===== src/include/drive_io_pkg.sv =====
// constants and carrier types of the drive io value mapper
package drive_io_pkg;
    // register byte offsets
    localparam logic [11:0] OFS_DIGIN = 12'h000;
    localparam logic [11:0] OFS_DIGOUT = 12'h004;
    localparam logic [11:0] OFS_CFG = 12'h008;
    localparam logic [11:0] OFS_AIN1 = 12'h00C;
    localparam logic [11:0] OFS_AIN1_BRK = 12'h010;
    localparam logic [11:0] OFS_AIN2 = 12'h014;
    localparam logic [11:0] OFS_AOUT1 = 12'h018;
    localparam logic [11:0] OFS_AOUT2 = 12'h01C;
    localparam logic [11:0] OFS_INT_STAT = 12'h020;
    localparam logic [11:0] OFS_INT_MASK = 12'h024;
    // per-bit windows, one word per bit, selected by paddr[11:6]
    localparam logic [5:0] WIN_DIGIN_BIT = 6'h01;
    localparam logic [5:0] WIN_DIGOUT_BIT = 6'h02;
    // reset values and field layout
    localparam logic [15:0] DOUT_RST = 16'h0000;
    localparam logic [15:0] DOUT_MASK = 16'hFF3F;
    localparam logic [9:0] CFG_RST = 10'h000;
    localparam logic [15:0] AOUT_RST = 16'h0000;
    localparam logic [1:0] INT_RST = 2'b00;
    localparam int INT_DIN_CHG = 0;
    localparam int INT_AIN1_BRK = 1;
    // analog scaling, percent in 0.01 % units, 12-bit converters
    localparam logic [15:0] PCT_FULL = 16'h2710;
    localparam logic [15:0] K_AIN_BIP = 16'h4E20;
    localparam logic [15:0] K_AIN_UNI = 16'h2710;
    localparam logic [15:0] K_AIN_420 = 16'h30D7;
    localparam logic [15:0] CODE_4MA = 16'h0333;
    localparam logic [15:0] CODE_3MA = 16'h0266;
    localparam logic [15:0] K_AO_UNI = 16'h068D;
    localparam logic [15:0] K_AO_420 = 16'h053E;
    localparam logic [15:0] K_AO_BIP = 16'h0347;
    // analog input 1 range codes
    typedef enum logic [1:0] {
        AIN_BIP_10V = 2'b00,
        AIN_UNI_10V = 2'b01,
        AIN_0_20MA = 2'b10,
        AIN_4_20MA = 2'b11
    } ain_rng_e;
    // analog output 1 range codes, 2'b11 acts as 0-10 V
    typedef enum logic [1:0] {
        AO_UNI_10V = 2'b00,
        AO_0_20MA = 2'b01,
        AO_4_20MA = 2'b10,
        AO_SPARE = 2'b11
    } aout1_rng_e;
    // configuration word, bits [9:0] of the cfg register
    typedef struct packed {
        logic [3:0] dio_dir;
        logic aout2_uni;
        aout1_rng_e aout1_rng;
        logic ain2_uni;
        ain_rng_e ain1_rng;
    } io_cfg_s;
    // drive-side digital outputs other than the shared terminals
    typedef struct packed {
        logic [1:0] opt_relay;
        logic [5:0] opt_out;
        logic [1:0] relay;
    } dout_pins_s;
endpackage


===== src/hw/drive_io_value_mapper.sv =====
// drive io value mapper: digital words, analog scaling, apb registers
//
// The APB register port and the placing of the registers were left to the implementer.
`timescale 1ns/1ps

// Notes on behaviour
// - all digital inputs read as one word
// - input word bit layout incl shared terminals
// - outputs form one word, bits individually reachable
// - output word bit layout to pins, relays
// - ain1 percent, bipolar as plus minus hundred
// - ain1 break flag only in 4-20 mA
// - ain2 percent unipolar or bipolar
// - aout1 percent maps linearly to range
// - aout2 percent maps bipolar or unipolar volts
// - ain1 range codes zero to three
module drive_io_value_mapper
(
    // clock and reset
    input wire logic sys_clk,
    input wire logic rst_n,
    // apb slave
    input wire logic psel,
    input wire logic penable,
    input wire logic pwrite,
    input wire logic [11:0] paddr,
    input wire logic [31:0] pwdata,
    output logic [31:0] prdata,
    output logic pready,
    output logic pslverr,
    // digital input pins
    input wire logic [2:0] din_pin,
    input wire logic sto_clear_pin,
    input wire logic [5:0] opt_din_pin,
    // shared terminals, input, output, enable
    input wire logic [3:0] dio_in,
    output logic [3:0] dio_out,
    output logic [3:0] dio_oe,
    // other digital outputs
    output drive_io_pkg::dout_pins_s dout_pins,
    // analog converters on sys_clk
    input wire logic [11:0] ain1_code,
    input wire logic [11:0] ain2_code,
    output logic [11:0] aout1_code,
    output logic [1:0] aout1_mode,
    output logic [11:0] aout2_code,
    // interrupt
    output logic irq
);
    import drive_io_pkg::*;

    // shift-scale by a 12-bit fraction
    function automatic logic [15:0] scale(input logic [15:0] x, input logic [15:0] k);
        logic [31:0] p;
        p = {16'h0000, x} * {16'h0000, k};
        scale = p[27:12];
    endfunction

    // state
    logic [2:0] fill_r;
    logic [13:0] sync1_r;
    logic [13:0] sync2_r;
    logic [15:0] din_word_r;
    logic [15:0] dout_r;
    logic [15:0] dout_nxt;
    io_cfg_s cfg_r;
    logic [15:0] ain1_val_r;
    logic ain1_brk_r;
    logic [15:0] ain2_val_r;
    logic [15:0] aout1_r;
    logic [15:0] aout2_r;
    logic [1:0] int_stat_r;
    logic [1:0] int_stat_nxt;
    logic [1:0] int_mask_r;
    logic [31:0] prdata_r;
    logic pready_r;
    logic pslverr_r;
    logic [3:0] dio_out_r;
    logic [3:0] dio_oe_r;
    dout_pins_s dout_pins_r;
    logic [11:0] aout1_code_r;
    logic [1:0] aout1_mode_r;
    logic [11:0] aout2_code_r;
    logic irq_r;

    // raw input vector in word order
    wire [13:0] din_raw = {opt_din_pin, sto_clear_pin, dio_in, din_pin};

    // two-flop synchronisers then one registered word
    always_ff @(posedge sys_clk or negedge rst_n)
    begin
        if (!rst_n)
        begin
            fill_r <= 3'b000;
            sync1_r <= 14'h0000;
            sync2_r <= 14'h0000;
            din_word_r <= 16'h0000;
        end
        else
        begin
            fill_r <= {fill_r[1:0], 1'b1};
            sync1_r <= din_raw;
            sync2_r <= sync1_r;
            din_word_r <= {2'b00, sync2_r};
        end
    end

    // input change event, held off until the word has filled after reset
    wire ev_din_chg = fill_r[2] & (|(din_word_r[13:0] ^ sync2_r));

    // apb phase decode
    wire setup = psel & ~penable;
    wire acc = psel & penable & pready_r;
    wire [3:0] bit_idx = paddr[5:2];
    wire din_bit_hit = (paddr[11:6] == WIN_DIGIN_BIT);
    wire dout_bit_hit = (paddr[11:6] == WIN_DIGOUT_BIT);
    wire is_din = (paddr == OFS_DIGIN);
    wire is_dout = (paddr == OFS_DIGOUT);
    wire is_cfg = (paddr == OFS_CFG);
    wire is_ain1 = (paddr == OFS_AIN1);
    wire is_brk = (paddr == OFS_AIN1_BRK);
    wire is_ain2 = (paddr == OFS_AIN2);
    wire is_aout1 = (paddr == OFS_AOUT1);
    wire is_aout2 = (paddr == OFS_AOUT2);
    wire is_stat = (paddr == OFS_INT_STAT);
    wire is_mask = (paddr == OFS_INT_MASK);
    wire hit = is_din | is_dout | is_cfg | is_ain1 | is_brk | is_ain2
        | is_aout1 | is_aout2 | is_stat | is_mask | din_bit_hit | dout_bit_hit;
    wire wr = acc & pwrite & hit;
    wire stat_rd = acc & ~pwrite & is_stat;

    // read data selection
    wire [31:0] rd_data =
        is_din ? {16'h0000, din_word_r} :
        is_dout ? {16'h0000, dout_r} :
        is_cfg ? {22'h000000, cfg_r} :
        is_ain1 ? {{16{ain1_val_r[15]}}, ain1_val_r} :
        is_brk ? {31'h00000000, ain1_brk_r} :
        is_ain2 ? {{16{ain2_val_r[15]}}, ain2_val_r} :
        is_aout1 ? {16'h0000, aout1_r} :
        is_aout2 ? {{16{aout2_r[15]}}, aout2_r} :
        is_stat ? {30'h00000000, int_stat_r} :
        is_mask ? {30'h00000000, int_mask_r} :
        din_bit_hit ? {31'h00000000, din_word_r[bit_idx]} :
        dout_bit_hit ? {31'h00000000, dout_r[bit_idx]} :
        32'h0000_0000;

    // apb answer, data and error fixed in the setup cycle
    always_ff @(posedge sys_clk or negedge rst_n)
    begin
        if (!rst_n)
        begin
            prdata_r <= 32'h0000_0000;
            pready_r <= 1'b0;
            pslverr_r <= 1'b0;
        end
        else
        begin
            pready_r <= setup;
            pslverr_r <= setup & ~hit; // error stands with ready only
            if (setup)
            begin
                prdata_r <= pwrite ? 32'h0000_0000 : rd_data;
            end
        end
    end

    // output word, whole or one bit, reserved bits stay zero
    always_comb
    begin
        dout_nxt = dout_r;
        if (wr && is_dout)
        begin
            dout_nxt = pwdata[15:0] & DOUT_MASK;
        end
        else if (wr && dout_bit_hit)
        begin
            dout_nxt[bit_idx] = pwdata[0] & DOUT_MASK[bit_idx];
        end
    end

    // software registers
    always_ff @(posedge sys_clk or negedge rst_n)
    begin
        if (!rst_n)
        begin
            dout_r <= DOUT_RST;
            cfg_r <= CFG_RST;
            aout1_r <= AOUT_RST;
            aout2_r <= AOUT_RST;
            int_mask_r <= INT_RST;
        end
        else
        begin
            dout_r <= dout_nxt;
            if (wr && is_cfg)
            begin
                cfg_r <= pwdata[9:0];
            end
            if (wr && is_aout1)
            begin
                aout1_r <= pwdata[15:0];
            end
            if (wr && is_aout2)
            begin
                aout2_r <= pwdata[15:0];
            end
            if (wr && is_mask)
            begin
                int_mask_r <= pwdata[1:0];
            end
        end
    end

    // analog input 1 scaling per range
    wire [15:0] a1 = {4'h0, ain1_code};
    wire [15:0] a1_bip = scale(a1, K_AIN_BIP) - PCT_FULL;
    wire [15:0] a1_uni = scale(a1, K_AIN_UNI);
    wire a1_low = (a1 < CODE_4MA);
    wire [15:0] a1_420 = a1_low ? 16'h0000 : scale(a1 - CODE_4MA, K_AIN_420);
    wire [15:0] a1_val =
        (cfg_r.ain1_rng == AIN_BIP_10V) ? a1_bip :
        (cfg_r.ain1_rng == AIN_4_20MA) ? a1_420 : a1_uni;
    wire a1_brk = (cfg_r.ain1_rng == AIN_4_20MA) && (a1 < CODE_3MA);

    // analog input 2 scaling per range
    wire [15:0] a2 = {4'h0, ain2_code};
    wire [15:0] a2_val = cfg_r.ain2_uni ? scale(a2, K_AIN_UNI)
        : scale(a2, K_AIN_BIP) - PCT_FULL;

    // analog output 1: clamp to 0..100 %
    wire [15:0] ao1_pct = (aout1_r > PCT_FULL) ? PCT_FULL : aout1_r;
    wire [15:0] ao1_420 = CODE_4MA + scale(ao1_pct, K_AO_420);
    wire [15:0] ao1_full = scale(ao1_pct, K_AO_UNI);
    wire [15:0] ao1_code = (cfg_r.aout1_rng == AO_4_20MA) ? ao1_420 : ao1_full;

    // analog output 2: clamp to range, then map
    wire ao2_neg = aout2_r[15];
    wire [15:0] ao2_mag = ao2_neg ? 16'h0000 - aout2_r : aout2_r;
    wire [15:0] ao2_magc = (ao2_mag > PCT_FULL) ? PCT_FULL : ao2_mag;
    wire [15:0] ao2_bip = ao2_neg ? PCT_FULL - ao2_magc : PCT_FULL + ao2_magc;
    wire [15:0] ao2_uni = ao2_neg ? 16'h0000 : ao2_magc;
    wire [15:0] ao2_raw = cfg_r.aout2_uni ? scale(ao2_uni, K_AO_UNI)
        : scale(ao2_bip, K_AO_BIP);
    // full positive bipolar scale lands one past the top code, so saturate
    wire [11:0] ao2_code = (ao2_raw > 16'h0FFF) ? 12'hFFF : ao2_raw[11:0];

    // analog values and break flag
    always_ff @(posedge sys_clk or negedge rst_n)
    begin
        if (!rst_n)
        begin
            ain1_val_r <= 16'h0000;
            ain1_brk_r <= 1'b0;
            ain2_val_r <= 16'h0000;
        end
        else
        begin
            ain1_val_r <= a1_val;
            ain1_brk_r <= a1_brk;
            ain2_val_r <= a2_val;
        end
    end

    // interrupt events, set wins over read clear
    wire ev_brk = a1_brk & ~ain1_brk_r;
    wire [1:0] ev_vec = {ev_brk, ev_din_chg};
    wire [1:0] stat_clr = stat_rd ? prdata_r[1:0] : 2'b00;

    // next interrupt status
    always_comb
    begin
        int_stat_nxt = (int_stat_r & ~stat_clr) | ev_vec;
    end

    // status and interrupt line
    always_ff @(posedge sys_clk or negedge rst_n)
    begin
        if (!rst_n)
        begin
            int_stat_r <= INT_RST;
            irq_r <= 1'b0;
        end
        else
        begin
            int_stat_r <= int_stat_nxt;
            irq_r <= |(int_stat_nxt & int_mask_r);
        end
    end

    // pin drivers from the output word, direction bits from cfg, analog codes and mode
    always_ff @(posedge sys_clk or negedge rst_n)
    begin
        if (!rst_n)
        begin
            dio_out_r <= 4'h0;
            dio_oe_r <= 4'h0;
            dout_pins_r <= '0;
            aout1_code_r <= 12'h000;
            aout1_mode_r <= 2'b00;
            aout2_code_r <= 12'h000;
        end
        else
        begin
            dio_out_r <= dout_r[3:0];
            dio_oe_r <= cfg_r.dio_dir;
            dout_pins_r.relay <= dout_r[5:4];
            dout_pins_r.opt_out <= dout_r[13:8];
            dout_pins_r.opt_relay <= dout_r[15:14];
            aout1_code_r <= ao1_code[11:0];
            aout1_mode_r <= cfg_r.aout1_rng;
            aout2_code_r <= ao2_code;
        end
    end

    // outputs
    assign prdata = prdata_r;
    assign pready = pready_r;
    assign pslverr = pslverr_r;
    assign dio_out = dio_out_r;
    assign dio_oe = dio_oe_r;
    assign dout_pins = dout_pins_r;
    assign aout1_code = aout1_code_r;
    assign aout1_mode = aout1_mode_r;
    assign aout2_code = aout2_code_r;
    assign irq = irq_r;
endmodule


===== config.mk =====
export PLATFORM = sky130hd
export DESIGN_NAME = drive_io_value_mapper
export DESIGN_NICKNAME = d
export VERILOG_FILES = /design/src/include/drive_io_pkg.sv /design/src/hw/drive_io_value_mapper.sv
export SDC_FILE = /design/constraint.sdc
export NUM_CORES = 2
export LEC_CHECK = 0
export BUFFER_PORTS_ARGS = -buffer_cell sky130_fd_sc_hd__buf_2
export CAP_MARGIN = 20
export CORE_AREA = 10 10 315 317
export CTS_CLUSTER_SIZE = 28
export DETAILED_ROUTE_END_ITERATION = 7
export DIE_AREA = 0 0 325 327
export PLACE_DENSITY = 0.55
export SLEW_MARGIN = 30
export SYNTH_ARGS = -nofsm -noshare
export SYNTH_HDL_FRONTEND = slang
export SYNTH_SLANG_ARGS = --single-unit

===== constraint.sdc =====
create_clock -name sys_clk -period 10.92 [get_ports sys_clk]
set_input_delay 1.092 -clock sys_clk [delete_from_list [all_inputs] [get_ports sys_clk]]
set_output_delay 1.092 -clock sys_clk [all_outputs]
set_load 0.01 [all_outputs]

==> key figures <==
Drt
  • Initial drt markers: 1010
  • WL final: ~74000 um
  • Mean routed wirelength per cell: approximately 17 um
  • First-pass DRT Iterations: 5
  • Vias: 21300
  • Post-DRT Antenna Nets: 0
  • Via/cell ratio: 4.76
  • DRC viols: 0

Floorplanning
  • Die ar.: about 110000 sq um
  • Initial Utilization: 0.317
  • Die X: approximately 330 um
  • # IOs: around 170
  • Die height: between 300 and 400 um
  • Core area: slightly above 90000 sq um
  • Rows: ~110

Yosys
  • Top cell type's share of synthesized area: 0.243
  • Syn Area/Cell: around 9.6 sq um
  • Async SR Flop Fraction: 1.00
  • Top_reg_cell synth: dfrtp_1
  • Post-Synthesis Cell Area: a little under 30000 sq um
  • Top post-synthesis cells by area: ha_1 24%, fa_1 20%, dfrtp_1 17%
  • Seq/Total Area, Yosys: 0.174
  • Cells after synthesis: just over 3000
  • XOR/XNOR Fraction of Synth Area: 0.0536
  • Distinct cell type count after synthesis: 87
  • Synthesis-stage register bit count: roughly 200
  • Area leader, netlist: ha_1
  • Multiplexer share of the synthesized area: 0.0317
  • Synth Area in Simple Gates: 0.0851
  • EDFF count, synth: 0
  • YS warnings: 0
  • Post-synthesis adder-cell area fraction: 0.448
  • Compound-gate portion of the synthesized area: 0.112
  • Largest family of logic cells by synthesized area: adder cells

Layout
  • Design Area, Final: between 30000 and 40000 sq um
  • P&R area growth vs syn: 10.4%
  • Share of layout cells above drive strength 1: 0.0932
  • Register Area: about 5100 sq um
  • Layout Nets: 4143
  • FILL cells: ~9700
  • Multi-input gate area: 21700 sq um

Placed design
  • Dpl cell area: between 30000 and 40000 sq um
  • Placer Congestion: between 0.8 and 0.9
  • IO buf count: 149
  • Dpl hpwl: about 64000 um
  • Place WS: 1190 ps

Timing
  • Final setup fails: 0
  • Pins Over Slew Limit: 0
  • Final Hold Vio Count: 0
  • RSZ-0062 raised after global routing: false
  • Slew @ Worst Pin: 919 ps
  • Final period utilization: 0.896
  • Final worst slack: about 1100 ps
  • Max Freq: roughly 100 MHz
  • Clk_skew: 24.1 ps
  • Accumulated negative setup slack: 0 ps
  • Min cycle time layout: just under 10000 ps
  • Worst rel slew slack: 0.387

Global route
  • Pin count of the biggest net entering global routing: between 70 and 80
  • Grt ovf: 0
  • Initial antenna violation count: 13
  • Vias in the first global route: around 22000
  • GRT Resource Usage Total: 0.140
  • First-pass GRT wire length: about 120000 um

Clock tree
  • TritonCTS Buffers: 25
  • Post_cts resized: 0
  • Later-pin clock latency in the skew report: 580 ps
  • Max clock buf depth: 3
  • Post-CTS Setup Bufs: 0
  • Hold buffers post-CTS: 0
  • Clock tree sinks: between 200 and 250
  • CTS root buf: clkbuf_16
  • Worst-path clk slew: ~60 ps
  • CTS tree: yes
  • H-tree depth: 1

Worst setup path
  • FF-to-FF setup slack: approximately 1100 ps
  • Worst R2R End: aout2_code[11]
  • Slowest-stage cell, CP: and2_1
  • Worst R2R Start: aout2_r[1]
  • R2r worst-path depth: 34
  • CP startpoint kind: register
  • Worst setup path class: register to register
  • Crit Path Max Fanout: 18
  • Worst Setup End Kind: register
  • CP arrival: 10180 ps
  • CP peak stage delay: about 570 ps
  • Crit path required time: ~11000 ps

Flow run
  • Max Cap Viol: 0

Worst hold path
  • WHS Endpoint: fill_r[2]
  • Worst hold path startpoint: fill_r[1]
  • Hold Crit Class: register to register
  • Min-Delay Path Depth: 0

Pwr
  • Peak VDD IR: about 0.30 mV
  • Pwr Total: approximately 5.1 mW
  • LEAKAGE: between 15 and 20 nW
  • Power per cell area: about 160 nW/um^2

Outcome
  • Outcome: finished clean
## per-stage QoR
stage,instances,hold WS [ps],utilization
after floorplan,3098,331,-
after global placement,4416,332,0.340
after detailed placement,4416,335,0.340
after CTS,4462,345,0.350
after global routing,4462,351,0.350
final,4466,344,0.350
## synthesized netlist by cell type (11+ instances only)
cell and number:
inv_1 631, ha_1 572, fa_1 295, dfrtp_1 204, nand2_1 157, nor2_1 129
a21oi_1 122, xnor2_1 113, o21ai_0 89, xor2_1 65, clkbuf_1 62, mux2_2 46
nor3_1 39, a21o_1 35, a22oi_1 29, nand2b_1 29, nand3_1 25, nor2b_1 23
o21a_1 22, mux2i_1 21, or3_1 20, a31oi_1 18, and3_1 18, a221oi_1 17
buf_4 17, o211ai_1 17, a211oi_1 15, or2_2 14, nand4_1 13, o21bai_1 12
o31ai_1 12, maj3_1 11, nor4_1 11, o22ai_1 11
## routing by layer
metal | global-route usage | vias to the layer above | part of all wire
li1 | - | 10400 | -
met4 | 0.0277 | 10 | 0.019
met3 | 0.0194 | 82 | 0.048
met5 | 0 | - | 0.00071
met2 | 0.236 | 320 | 0.47
met1 | 0.190 | 10400 | 0.46
## state kept, by name, summed over array words and instances, names as in the netlist, 12 cells and up
register / flops
aout2_r: 16
din_word_r: 14
ain1_val_r: 16
sync2_r: 14
aout1_r: 16
aout1_code: 12
ain2_val_r: 16
sync1_r: 14
prdata: 17
dout_r: 16
aout2_code: 12
## worst max-delay path, delay by kind of cell (launching register included)
| kind | cells | cell delay, ps |
|---|---|---|
| adder cells (fa/ha/maj) | 8 | 2930 |
| AO/OA/AOI/OAI | 11 | 2760 |
| AND/OR/NAND/NOR | 9 | 2420 |
| buffers and inverters | 5 | 530 |
| XOR/XNOR | 1 | 500 |
| flip-flops | 1 | 450 |
## worst max-delay path by stage
stage	slack, ps	cells after the start	to	from
2_1_floorplan	2630	38	aout2_code[10]	aout2_r[1]
3_3_place_gp	1330	34	aout2_code[11]	aout2_r[1]
3_5_place_dp	1190	34	aout2_code[11]	aout2_r[1]
4_1_cts	1160	34	aout2_code[11]	aout2_r[1]
5_1_grt	290	34	aout2_code[11]	aout2_r[1]
6_report	1140	34	aout2_code[11]	aout2_r[1]
## cell families (layout without fill, tap and decap cells)
group | Yosys count | count (layout)
flip-flops | 204 | 204
buffers and inverters | 727 | 837
multiplexers | 76 | 76
AND/OR/NAND/NOR | 516 | 516
AO/OA/AOI/OAI | 489 | 489
XOR/XNOR | 179 | 179
adder cells (fa/ha/maj) | 878 | 878
other | 2 | 33
## area by class of cell
class	instances	share of cell area
diodes	4	0.000308
clock buffers	33	0.0214
clock inverters	13	0.00663
inverters	631	0.0730
multi-input cells	2167	0.667
flip-flops and latches	204	0.157
well taps	1254	0.0483
repair buffers	160	0.0259
## power by group
group          switching, mW  total, mW  internal [mW]
Clock                  0.358      0.928          0.570
Sequential            0.0423      0.891          0.849
Combinational           1.84       3.24           1.40
Total                   2.24       5.06           2.82
## cell usage in the layout, fill, tap and decap left out, types with 29 or more instances in the layout
cell	n
nor2_1	125
a21oi_1	122
nor3_1	36
xor2_1	65
nand2b_1	29
a22oi_1	29
a21o_1	35
nand2_1	157
buf_2	148
dfrtp_1	202
xnor2_1	112
o21ai_0	89
mux2_2	46
fa_1	295
conb_1	29
ha_1	572
inv_1	631
(Power assumes the default switching activity.)
